==> src/design/qdac_pkg.sv <==
// shared constants, carrier types and helpers for the quad converter serial target port
// assumes a single 10 MHz clock domain; link pins are synchronised inside the port

package qdac_pkg;
   localparam int NCH = 4;
   localparam int CODE_W = 10;
   localparam int PAD_W = 6;
   localparam int BYTE_W = 8;
   localparam int PD_BITS = 2;
   localparam int PD_W = NCH * PD_BITS;
   localparam int FIFO_DEPTH = 16;

   localparam logic [4:0] ADDR_FIXED = 5'h03;
   localparam logic [3:0] BIT_LAST = 4'h8;
   localparam logic [3:0] TX_LAST_BIT = 4'h7;
   localparam logic [1:0] BYTE_ADDR = 2'h0;
   localparam logic [1:0] BYTE_CMD = 2'h1;
   localparam logic [1:0] BYTE_LAST = 2'h3;
   localparam logic [1:0] CHAN_A = 2'h0;
   localparam logic [1:0] CHAN_D = 2'h3;

   localparam logic [3:0] CMD_WRITE_IN = 4'h1;
   localparam logic [3:0] CMD_UPDATE = 4'h2;
   localparam logic [3:0] CMD_WRITE_UPD = 4'h3;
   localparam logic [3:0] CMD_POWER = 4'h4;

   localparam logic [1:0] PD_NORMAL = 2'h0;
   localparam logic [1:0] PD_1K = 2'h1;
   localparam logic [1:0] PD_100K = 2'h2;
   localparam logic [1:0] PD_TRISTATE = 2'h3;

   localparam logic [CODE_W-1:0] CODE_RESET = 10'h000;
   localparam logic [PD_W-1:0] PD_RESET = 8'h00;

   // one received command word, in wire order
   typedef struct packed {
      logic [3:0] cmd;
      logic [NCH-1:0] chan_sel;
      logic [CODE_W-1:0] code;
      logic [PAD_W-1:0] pad;
   } qdac_word_t;

   typedef logic [NCH-1:0][CODE_W-1:0] qdac_codes_t;

   typedef enum logic [2:0] {
      QDAC_IDLE,
      QDAC_RX,
      QDAC_RX_ACK,
      QDAC_TX,
      QDAC_TX_ACK,
      QDAC_IGNORE
   } qdac_link_st_t;

   // single selected channel, otherwise channel a
   function automatic logic [1:0] qdac_chan_of(input logic [NCH-1:0] sel);
      logic [1:0] r;
      r = CHAN_A;
      if ($onehot(sel)) begin
         for (int i = 0; i < NCH; i++) begin
            if (sel[i]) begin
               r = 2'(i);
            end
         end
      end
      return r;
   endfunction
endpackage

==> src/design/qdac_fifo.sv <==
// synchronous fifo with valid/ready on both sides
// assumes one clock; width and depth shape the storage, depth a power of two
`timescale 1ns/1ps
`default_nettype none

module qdac_fifo #(
   parameter int W = 24,
   parameter int DEPTH = 16
) (
   input wire logic clk,
   input wire logic rst_b,
   input wire logic in_valid,
   output logic in_ready,
   input wire logic [W-1:0] in_data,
   output logic out_valid,
   input wire logic out_ready,
   output logic [W-1:0] out_data
);
   localparam int AW = $clog2(DEPTH);
   localparam logic [AW:0] FULL_CNT = (AW+1)'(DEPTH);

   logic [W-1:0] mem [DEPTH];
   logic [AW:0] wr_ptr;
   logic [AW:0] rd_ptr;
   logic [AW:0] next_wr_ptr;
   logic [AW:0] next_rd_ptr;
   logic [AW:0] count;

   assign count = wr_ptr - rd_ptr;
   assign in_ready = (count != FULL_CNT);
   assign out_valid = (count != '0);
   assign out_data = mem[rd_ptr[AW-1:0]];

   always_comb begin
      next_wr_ptr = wr_ptr;
      next_rd_ptr = rd_ptr;
      if (in_valid && in_ready) begin
         next_wr_ptr = wr_ptr + 1'b1;
      end
      if (out_valid && out_ready) begin
         next_rd_ptr = rd_ptr + 1'b1;
      end
   end

   always_ff @(posedge clk or negedge rst_b) begin
      if (!rst_b) begin
         wr_ptr <= '0;
         rd_ptr <= '0;
      end else begin
         wr_ptr <= next_wr_ptr;
         rd_ptr <= next_rd_ptr;
      end
   end

   // storage needs no reset; only entries behind the write pointer are read
   always_ff @(posedge clk) begin
      if (in_valid && in_ready) begin
         mem[wr_ptr[AW-1:0]] <= in_data;
      end
   end
endmodule

`default_nettype wire

==> src/design/qdac_i2c_port.sv <==
// two-wire target port and channel register bank of a quad 10-bit converter
// assumes scl, sda, strap and load pins are asynchronous to clk; clk >= 8x scl
`timescale 1ns/1ps
`default_nettype none

module qdac_i2c_port (
   input wire logic clk,
   input wire logic rst_b,
   input wire logic scl_in,
   input wire logic sda_in,
   output logic sda_out,
   output logic sda_oe,
   input wire logic addr_strap_high_bit,
   input wire logic addr_strap_low_bit,
   input wire logic load_outputs_n,
   input wire logic updates_hold,
   output qdac_pkg::qdac_codes_t dac_out_code,
   output logic [qdac_pkg::PD_W-1:0] channel_power_mode_select,
   output logic [qdac_pkg::NCH-1:0] chan_powered_down
);
   // ---------------------------------------------------------------
   // pin synchronisers and edge detection
   // ---------------------------------------------------------------
   logic [1:0] scl_sync;
   logic [1:0] sda_sync;
   logic [1:0] load_outputs_n_sync;
   logic [1:0] strap_hi_sync;
   logic [1:0] strap_lo_sync;
   logic scl_q;
   logic sda_q;
   logic load_outputs_n_q;
   logic scl;
   logic sda;
   logic scl_rise;
   logic scl_fall;
   logic start_det;
   logic stop_det;
   logic load_outputs_n_fall;
   logic [6:0] my_addr;

   always_ff @(posedge clk or negedge rst_b) begin
      if (!rst_b) begin
         scl_sync <= 2'h3;
         sda_sync <= 2'h3;
         load_outputs_n_sync <= 2'h3;
         strap_hi_sync <= 2'h0;
         strap_lo_sync <= 2'h0;
         scl_q <= 1'b1;
         sda_q <= 1'b1;
         load_outputs_n_q <= 1'b1;
      end else begin
         scl_sync <= {scl_sync[0], scl_in};
         sda_sync <= {sda_sync[0], sda_in};
         load_outputs_n_sync <= {load_outputs_n_sync[0], load_outputs_n};
         strap_hi_sync <= {strap_hi_sync[0], addr_strap_high_bit};
         strap_lo_sync <= {strap_lo_sync[0], addr_strap_low_bit};
         scl_q <= scl_sync[1];
         sda_q <= sda_sync[1];
         load_outputs_n_q <= load_outputs_n_sync[1];
      end
   end

   assign scl = scl_sync[1];
   assign sda = sda_sync[1];
   assign scl_rise = scl && !scl_q;
   assign scl_fall = !scl && scl_q;
   assign start_det = scl && scl_q && sda_q && !sda;
   assign stop_det = scl && scl_q && !sda_q && sda;
   assign load_outputs_n_fall = load_outputs_n_q && !load_outputs_n_sync[1];
   // fixed high bits keep address zero out, so general call never matches
   assign my_addr = {qdac_pkg::ADDR_FIXED, strap_hi_sync[1], strap_lo_sync[1]};

   // ---------------------------------------------------------------
   // command word buffer
   // ---------------------------------------------------------------
   qdac_pkg::qdac_word_t push_data;
   qdac_pkg::qdac_word_t fifo_out_data;
   logic push_valid;
   logic fifo_in_ready;
   logic fifo_out_valid;
   logic fifo_out_ready;
   logic pop;

   qdac_fifo #(
      .W($bits(qdac_pkg::qdac_word_t)),
      .DEPTH(qdac_pkg::FIFO_DEPTH)
   ) u_fifo (
      .clk(clk),
      .rst_b(rst_b),
      .in_valid(push_valid),
      .in_ready(fifo_in_ready),
      .in_data(push_data),
      .out_valid(fifo_out_valid),
      .out_ready(fifo_out_ready),
      .out_data(fifo_out_data)
   );

   // a load pin edge takes the bank for one cycle, so the drain waits
   assign fifo_out_ready = !updates_hold && !load_outputs_n_fall;
   assign pop = fifo_out_valid && fifo_out_ready;

   // ---------------------------------------------------------------
   // link state machine
   // ---------------------------------------------------------------
   qdac_pkg::qdac_link_st_t st, next_st;
   logic [3:0] bit_cnt, next_bit_cnt;
   logic [1:0] byte_idx, next_byte_idx;
   logic [7:0] rx_shift, next_rx_shift;
   logic [15:0] word_acc, next_word_acc;
   logic [7:0] tx_shift, next_tx_shift;
   logic [1:0] rd_ptr, next_rd_ptr;
   logic rw, next_rw;
   logic tx_lo, next_tx_lo;
   logic nack, next_nack;
   logic next_sda_oe;
   logic next_push_valid;
   qdac_pkg::qdac_word_t next_push_data;
   qdac_pkg::qdac_codes_t in_code;

   function automatic logic [7:0] tx_byte(input qdac_pkg::qdac_codes_t c, input logic [1:0] p,
                                          input logic lo);
      logic [2*qdac_pkg::BYTE_W-1:0] d;
      d = {c[p], qdac_pkg::PAD_W'(0)};
      return lo ? d[qdac_pkg::BYTE_W-1:0] : d[2*qdac_pkg::BYTE_W-1:qdac_pkg::BYTE_W];
   endfunction

   always_comb begin
      logic lo_n;
      logic [1:0] ptr_n;
      lo_n = !tx_lo;
      ptr_n = tx_lo ? rd_ptr + 1'b1 : rd_ptr;
      next_st = st;
      next_bit_cnt = bit_cnt;
      next_byte_idx = byte_idx;
      next_rx_shift = rx_shift;
      next_word_acc = word_acc;
      next_tx_shift = tx_shift;
      next_rd_ptr = rd_ptr;
      next_rw = rw;
      next_tx_lo = tx_lo;
      next_nack = nack;
      next_sda_oe = sda_oe;
      next_push_valid = 1'b0;
      next_push_data = push_data;
      if (stop_det) begin
         // partial words are simply never pushed
         next_st = qdac_pkg::QDAC_IDLE;
         next_sda_oe = 1'b0;
      end else if (start_det) begin
         next_st = qdac_pkg::QDAC_RX;
         next_bit_cnt = '0;
         next_byte_idx = qdac_pkg::BYTE_ADDR;
         next_sda_oe = 1'b0;
      end else begin
         unique case (st)
            qdac_pkg::QDAC_IDLE, qdac_pkg::QDAC_IGNORE: begin
            end
            qdac_pkg::QDAC_RX: begin
               if (scl_rise) begin
                  next_rx_shift = {rx_shift[6:0], sda};
                  next_bit_cnt = bit_cnt + 1'b1;
               end else if (scl_fall && bit_cnt == qdac_pkg::BIT_LAST) begin
                  next_st = qdac_pkg::QDAC_RX_ACK;
                  next_bit_cnt = '0;
                  if (byte_idx == qdac_pkg::BYTE_ADDR) begin
                     if (rx_shift[7:1] == my_addr) begin
                        next_sda_oe = 1'b1;
                        next_rw = rx_shift[0];
                     end else begin
                        next_st = qdac_pkg::QDAC_IGNORE;
                     end
                  end else begin
                     next_word_acc = {word_acc[7:0], rx_shift};
                     if (byte_idx == qdac_pkg::BYTE_CMD) begin
                        next_rd_ptr = qdac_pkg::qdac_chan_of(rx_shift[3:0]);
                     end
                     if (byte_idx == qdac_pkg::BYTE_LAST) begin
                        // a full buffer refuses the word with a nack
                        next_sda_oe = fifo_in_ready;
                        next_push_valid = fifo_in_ready;
                        next_push_data = {word_acc, rx_shift};
                     end else begin
                        next_sda_oe = 1'b1;
                     end
                  end
               end
            end
            qdac_pkg::QDAC_RX_ACK: begin
               if (scl_fall) begin
                  next_sda_oe = 1'b0;
                  if (byte_idx == qdac_pkg::BYTE_ADDR && rw) begin
                     next_st = qdac_pkg::QDAC_TX;
                     next_tx_lo = 1'b0;
                     next_tx_shift = tx_byte(in_code, rd_ptr, 1'b0);
                     next_sda_oe = !next_tx_shift[7];
                  end else if (byte_idx == qdac_pkg::BYTE_LAST) begin
                     next_st = qdac_pkg::QDAC_IGNORE;
                  end else begin
                     next_st = qdac_pkg::QDAC_RX;
                     next_byte_idx = byte_idx + 1'b1;
                  end
               end
            end
            qdac_pkg::QDAC_TX: begin
               if (scl_fall) begin
                  if (bit_cnt == qdac_pkg::TX_LAST_BIT) begin
                     next_sda_oe = 1'b0;
                     next_st = qdac_pkg::QDAC_TX_ACK;
                     next_bit_cnt = '0;
                  end else begin
                     next_tx_shift = {tx_shift[6:0], 1'b0};
                     next_sda_oe = !tx_shift[6];
                     next_bit_cnt = bit_cnt + 1'b1;
                  end
               end
            end
            qdac_pkg::QDAC_TX_ACK: begin
               if (scl_rise) begin
                  next_nack = sda;
               end else if (scl_fall) begin
                  if (nack) begin
                     next_st = qdac_pkg::QDAC_IGNORE;
                  end else begin
                     next_st = qdac_pkg::QDAC_TX;
                     next_tx_lo = lo_n;
                     next_rd_ptr = ptr_n;
                     next_tx_shift = tx_byte(in_code, ptr_n, lo_n);
                     next_sda_oe = !next_tx_shift[7];
                  end
               end
            end
         endcase
      end
   end

   always_ff @(posedge clk or negedge rst_b) begin
      if (!rst_b) begin
         st <= qdac_pkg::QDAC_IDLE;
         bit_cnt <= '0;
         byte_idx <= qdac_pkg::BYTE_ADDR;
         rx_shift <= '0;
         word_acc <= '0;
         tx_shift <= '0;
         rd_ptr <= qdac_pkg::CHAN_A;
         rw <= 1'b0;
         tx_lo <= 1'b0;
         nack <= 1'b0;
         sda_oe <= 1'b0;
         push_valid <= 1'b0;
         push_data <= '0;
      end else begin
         st <= next_st;
         bit_cnt <= next_bit_cnt;
         byte_idx <= next_byte_idx;
         rx_shift <= next_rx_shift;
         word_acc <= next_word_acc;
         tx_shift <= next_tx_shift;
         rd_ptr <= next_rd_ptr;
         rw <= next_rw;
         tx_lo <= next_tx_lo;
         nack <= next_nack;
         sda_oe <= next_sda_oe;
         push_valid <= next_push_valid;
         push_data <= next_push_data;
      end
   end

   // open drain: only ever pulls low
   assign sda_out = 1'b0;

   // ---------------------------------------------------------------
   // channel register bank
   // ---------------------------------------------------------------
   qdac_pkg::qdac_codes_t next_in_code, next_out_code;
   logic [qdac_pkg::PD_W-1:0] next_pd;

   always_comb begin
      next_in_code = in_code;
      next_out_code = dac_out_code;
      next_pd = channel_power_mode_select;
      if (load_outputs_n_fall) begin
         next_out_code = in_code;
      end
      if (pop) begin
         unique case (fifo_out_data.cmd)
            qdac_pkg::CMD_WRITE_IN, qdac_pkg::CMD_WRITE_UPD: begin
               for (int i = 0; i < qdac_pkg::NCH; i++) begin
                  if (fifo_out_data.chan_sel[i]) begin
                     next_in_code[i] = fifo_out_data.code;
                     if (!load_outputs_n_sync[1] || fifo_out_data.cmd == qdac_pkg::CMD_WRITE_UPD) begin
                        next_out_code[i] = fifo_out_data.code;
                     end
                  end
               end
            end
            qdac_pkg::CMD_UPDATE: begin
               for (int i = 0; i < qdac_pkg::NCH; i++) begin
                  if (fifo_out_data.chan_sel[i]) begin
                     next_out_code[i] = in_code[i];
                  end
               end
            end
            qdac_pkg::CMD_POWER: begin
               // channel bits ignored; output registers left alone
               next_pd = qdac_pkg::PD_W'({fifo_out_data.code, fifo_out_data.pad});
            end
            default: begin
            end
         endcase
      end
   end

   always_ff @(posedge clk or negedge rst_b) begin
      if (!rst_b) begin
         in_code <= {qdac_pkg::NCH{qdac_pkg::CODE_RESET}};
         dac_out_code <= {qdac_pkg::NCH{qdac_pkg::CODE_RESET}};
         channel_power_mode_select <= qdac_pkg::PD_RESET;
      end else begin
         in_code <= next_in_code;
         dac_out_code <= next_out_code;
         channel_power_mode_select <= next_pd;
      end
   end

   for (genvar g = 0; g < qdac_pkg::NCH; g++) begin : g_pd
      assign chan_powered_down[g] =
         channel_power_mode_select[g*qdac_pkg::PD_BITS +: qdac_pkg::PD_BITS] != qdac_pkg::PD_NORMAL;
   end
endmodule

`default_nettype wire

==> config.mk <==
export PLATFORM = sky130hd
export DESIGN_NAME = qdac_i2c_port
export DESIGN_NICKNAME = d
export VERILOG_FILES = /design/src/design/qdac_pkg.sv /design/src/design/qdac_fifo.sv /design/src/design/qdac_i2c_port.sv
export SDC_FILE = /design/constraint.sdc
export NUM_CORES = 1
export LEC_CHECK = 0
export ABC_AREA = 0
export CAP_MARGIN = 20
export CELL_PAD_IN_SITES_DETAIL_PLACEMENT = 2
export CELL_PAD_IN_SITES_GLOBAL_PLACEMENT = 2
export CORE_AREA = 2 2 268 270
export CTS_CLUSTER_DIAMETER = 120
export DETAILED_ROUTE_END_ITERATION = 16
export DIE_AREA = 0 0 270 272
export DONT_BUFFER_PORTS = 1
export PLACE_DENSITY_LB_ADDON = 0.1
export SLEW_MARGIN = 10
export SYNTH_ARGS = -nofsm -noshare
export SYNTH_HDL_FRONTEND = slang
export SYNTH_SLANG_ARGS = --single-unit
==> constraint.sdc <==
create_clock -name clk -period 4.6 [get_ports clk]
set_clock_uncertainty 0.2 [all_clocks]
set_input_delay 0.92 -clock clk [delete_from_list [all_inputs] [get_ports clk]]
set_output_delay 0.92 -clock clk [all_outputs]
set_load 0.03 [all_outputs]
==> impl_metrics.tcl <==
set metrics [dict create \
    status "finished with violations" \
    violations "hold timing" \
    endpoint_kind "flip-flop" \
    path_clk_slew_ps 60 \
    yosysWarnings 0 \
    numCtsBuffers 68 \
    leakagePower_nw 9.59 \
    seqCellArea_um2 16100 \
    drcViolationCount 0 \
    first_pass_iters 5 \
    slowest_delay_ps 650 \
    whs_ps -192 \
    required_ps 4890 \
    path_class "flip-flop to flip-flop" \
    n_fill_cell 6859 \
    synthCells 1545 \
    globalplace.congestion 0.734 \
    r2r_start "u_fifo.rd_ptr[1]$_DFFE_PN0N_" \
    finalHoldViolations 173 \
    root_buffer "clkbuf_16" \
    power_mw 15.1 \
    core_um2 70800 \
    syn2layout_area_growth_pct 14.6 \
    maxCapViolCount 0 \
    ios 62 \
    seq_area_frac_synth_pct 65.9 \
    multi_input_area_um2 7890 \
    ys_seq_elements 566 \
    routed_via_density 5.50 \
    finalSetupTns_ps 0 \
    cp_slowest_cell "mux4_1" \
    rsz0062_at_grt "no" \
    avgSynthCellArea_um2 15.8 \
    grt_pass1_vias 15700 \
    drt_iter0_markers 967 \
    clock_latency_ps 620 \
    clock.fmax_ghz 0.248 \
    grt_pass1_wl_um 110000 \
    cts_tree "yes" \
    cts_sinks 566 \
    most-common-layout-cells "384 x edfxtp_1, 170 x dfrtp_1, 145 x nand2_1" \
    cts_resized 0 \
    dieArea_um2 73400 \
    layout_commonest_cell "edfxtp_1" \
    vias 14200 \
    vdd_drop_max_uv 394 \
    setup_viol 0 \
    die_x_um 270 \
    utilization_pct 39.5 \
    start_util_pct 34.5 \
    antenna_found_initial 1 \
    postSynth.asyncResetShare_pct 32.2 \
    antenna_left 0 \
    track_usage_pct 20.3 \
    io_buffers 0 \
    cp_max_fo 99 \
    detailed_place_hpwl_um 42900 \
    htreeDepth 3 \
    p_per_area_nw_per_um2 541 \
    routed_wl_um 73200 \
    synth_edf_count 384 \
    wl_per_cell_um 28.4 \
    period_share_pct 87.8 \
    slew_headroom_pct 26.1 \
    fin_nets 1595 \
    reg2reg_slack_ps 560 \
    final-max-slew-violation-count 0 \
    synthFlopType "edfxtp_1" \
    crit_chain "buf_12 > mux4_1 > mux2_2 > a211o_1 > mux2i_4 > o211a_1 > buf_4 > o22ai_1 > a31o_1" \
    synth.distinct_cells 67 \
    layout-drive-gt1-share_pct 24.9 \
    tightest_slew_ps 1110 \
    cp_data_arrival_time_ps 4330 \
    cts_buffer_depth 3 \
    worstHoldPathType "input pin to async pin" \
    dieHeight_um 272 \
    fp-row-count 98 \
    reg2regPathDepth 9 \
    period_minus_slack_ps 4040 \
    cts_setup_buffers 0 \
    syn_area_um2 24400 \
    syn-num-nets 1570 \
    reg2reg_to "dac_out_code[25]$_DFF_PN0_" \
    grt_max_degree 183 \
    start_kind "flip-flop" \
    grt_overflow 0 \
]
[stage by stage]
step	worst slack [ps]	cells	hold slack, ps	area (um2)
5_1_grt	179	2575	-225	28000
6_report	560	2576	-192	28000
2_1_floorplan	214	1545	131	24400
4_1_cts	487	2575	-236	28000
3_5_place_dp	566	2450	147	25700
3_3_place_gp	621	2450	141	25700
[how the worst max path moves through the flow]
stage	from	endpoint	cells past startpoint
after floorplan	u_fifo.rd_ptr[3]$_DFFE_PN0N_	u_fifo.mem[7][0]$_DFFE_PP_	12
after global placement	u_fifo.rd_ptr[1]$_DFFE_PN0N_	dac_out_code[23]$_DFF_PN0_	9
after detailed placement	u_fifo.rd_ptr[1]$_DFFE_PN0N_	dac_out_code[6]$_DFF_PN0_	9
after CTS	u_fifo.rd_ptr[1]$_DFFE_PN0N_	u_fifo.mem[8][10]$_DFFE_PP_	9
after global routing	u_fifo.rd_ptr[1]$_DFFE_PN0N_	u_fifo.mem[8][9]$_DFFE_PP_	9
final	u_fifo.rd_ptr[1]$_DFFE_PN0N_	dac_out_code[25]$_DFF_PN0_	9
[report_power, final]
part | switching (mW) | internal, mW
clock network | 2.22 | 3.15
registers | 0.711 | 5.69
logic | 2.01 | 1.36
total | 4.94 | 10.2
[cell usage after synthesis (all sizes together), types with 5 or more instances]
| cell | instances | area, um2 |
|---|---|---|
| xnor2 | 9 | 78.8 |
| nand4 | 6 | 37.5 |
| a221oi | 5 | 43.8 |
| a22o | 6 | 52.6 |
| and3 | 5 | 31.3 |
| a31o | 30 | 263 |
| a211oi | 5 | 37.5 |
| buf | 40 | 267 |
| nand3 | 12 | 60.1 |
| inv | 31 | 116 |
| dfstp | 9 | 236 |
| nor2 | 48 | 180 |
| or3 | 35 | 219 |
| xor2 | 5 | 43.8 |
| edfxtp | 384 | 11500 |
| ha | 16 | 200 |
| or2 | 9 | 56.3 |
| mux2 | 86 | 1010 |
| nand2 | 145 | 544 |
| o31ai | 15 | 113 |
| clkbuf | 55 | 206 |
| mux4 | 122 | 2760 |
| o21ai | 97 | 489 |
| mux2i | 51 | 523 |
| o32a | 7 | 70.1 |
| a21oi | 16 | 80.1 |
| nand2b | 10 | 62.6 |
| dfrtp | 173 | 4330 |
| nor3 | 21 | 105 |
| o22ai | 34 | 213 |
| nor2b | 9 | 56.3 |
| a31oi | 5 | 31.3 |
[critical path: cells and delay by family (launching register included)]
family,cells,cell delay (ps)
DFF,1,430
AOI/OAI and AO/OA,4,920
muxes,3,1240
buffers and inverters,2,980
[routing by layer]
metal  routed length [um]  global-route usage, %
met5                    0                      0
met4                 1470                   5.60
met3                 3170                   3.47
met2                34700                   32.7
met1                33900                   28.5
[cell type report]
cell class | instances | share of cell area (%)
diodes | 1 | 0.00895
clock buffers | 95 | 6.80
clock inverters | 30 | 1.19
inverters | 31 | 0.416
multi-input cells | 853 | 28.2
flip-flops and latches | 566 | 57.6
well taps | 950 | 4.25
repair buffers | 50 | 1.57
[logic make-up after synthesis]
family                     synth area share, %
AOI/OAI and AO/OA                         6.68
xor gates and xnor gates                 0.502
adders and majority gates                0.902
buffers and inverters                     2.41
DFF                                       65.9
muxes                                     17.5
other                                   0.0154
and+or+nand+nor                           6.03
[registers in the layout (all words and copies together) (netlist names), 2 cells and up]
register                   flops
strap_lo_sync                  2
push_data                     24
strap_hi_sync                  2
rx_shift                       8
scl_sync                       2
channel_power_mode_select      8
word_acc                      16
bit_cnt                        4
byte_idx                       2
load_outputs_n_sync            2
u_fifo.mem                   384
u_fifo.rd_ptr                  5
u_fifo.wr_ptr                  5
st                             3
dac_out_code                  40
in_code                       40
tx_shift                       7
rd_ptr                         2
sda_sync                       2
Note: power is estimated with default switching activity, not from simulation.
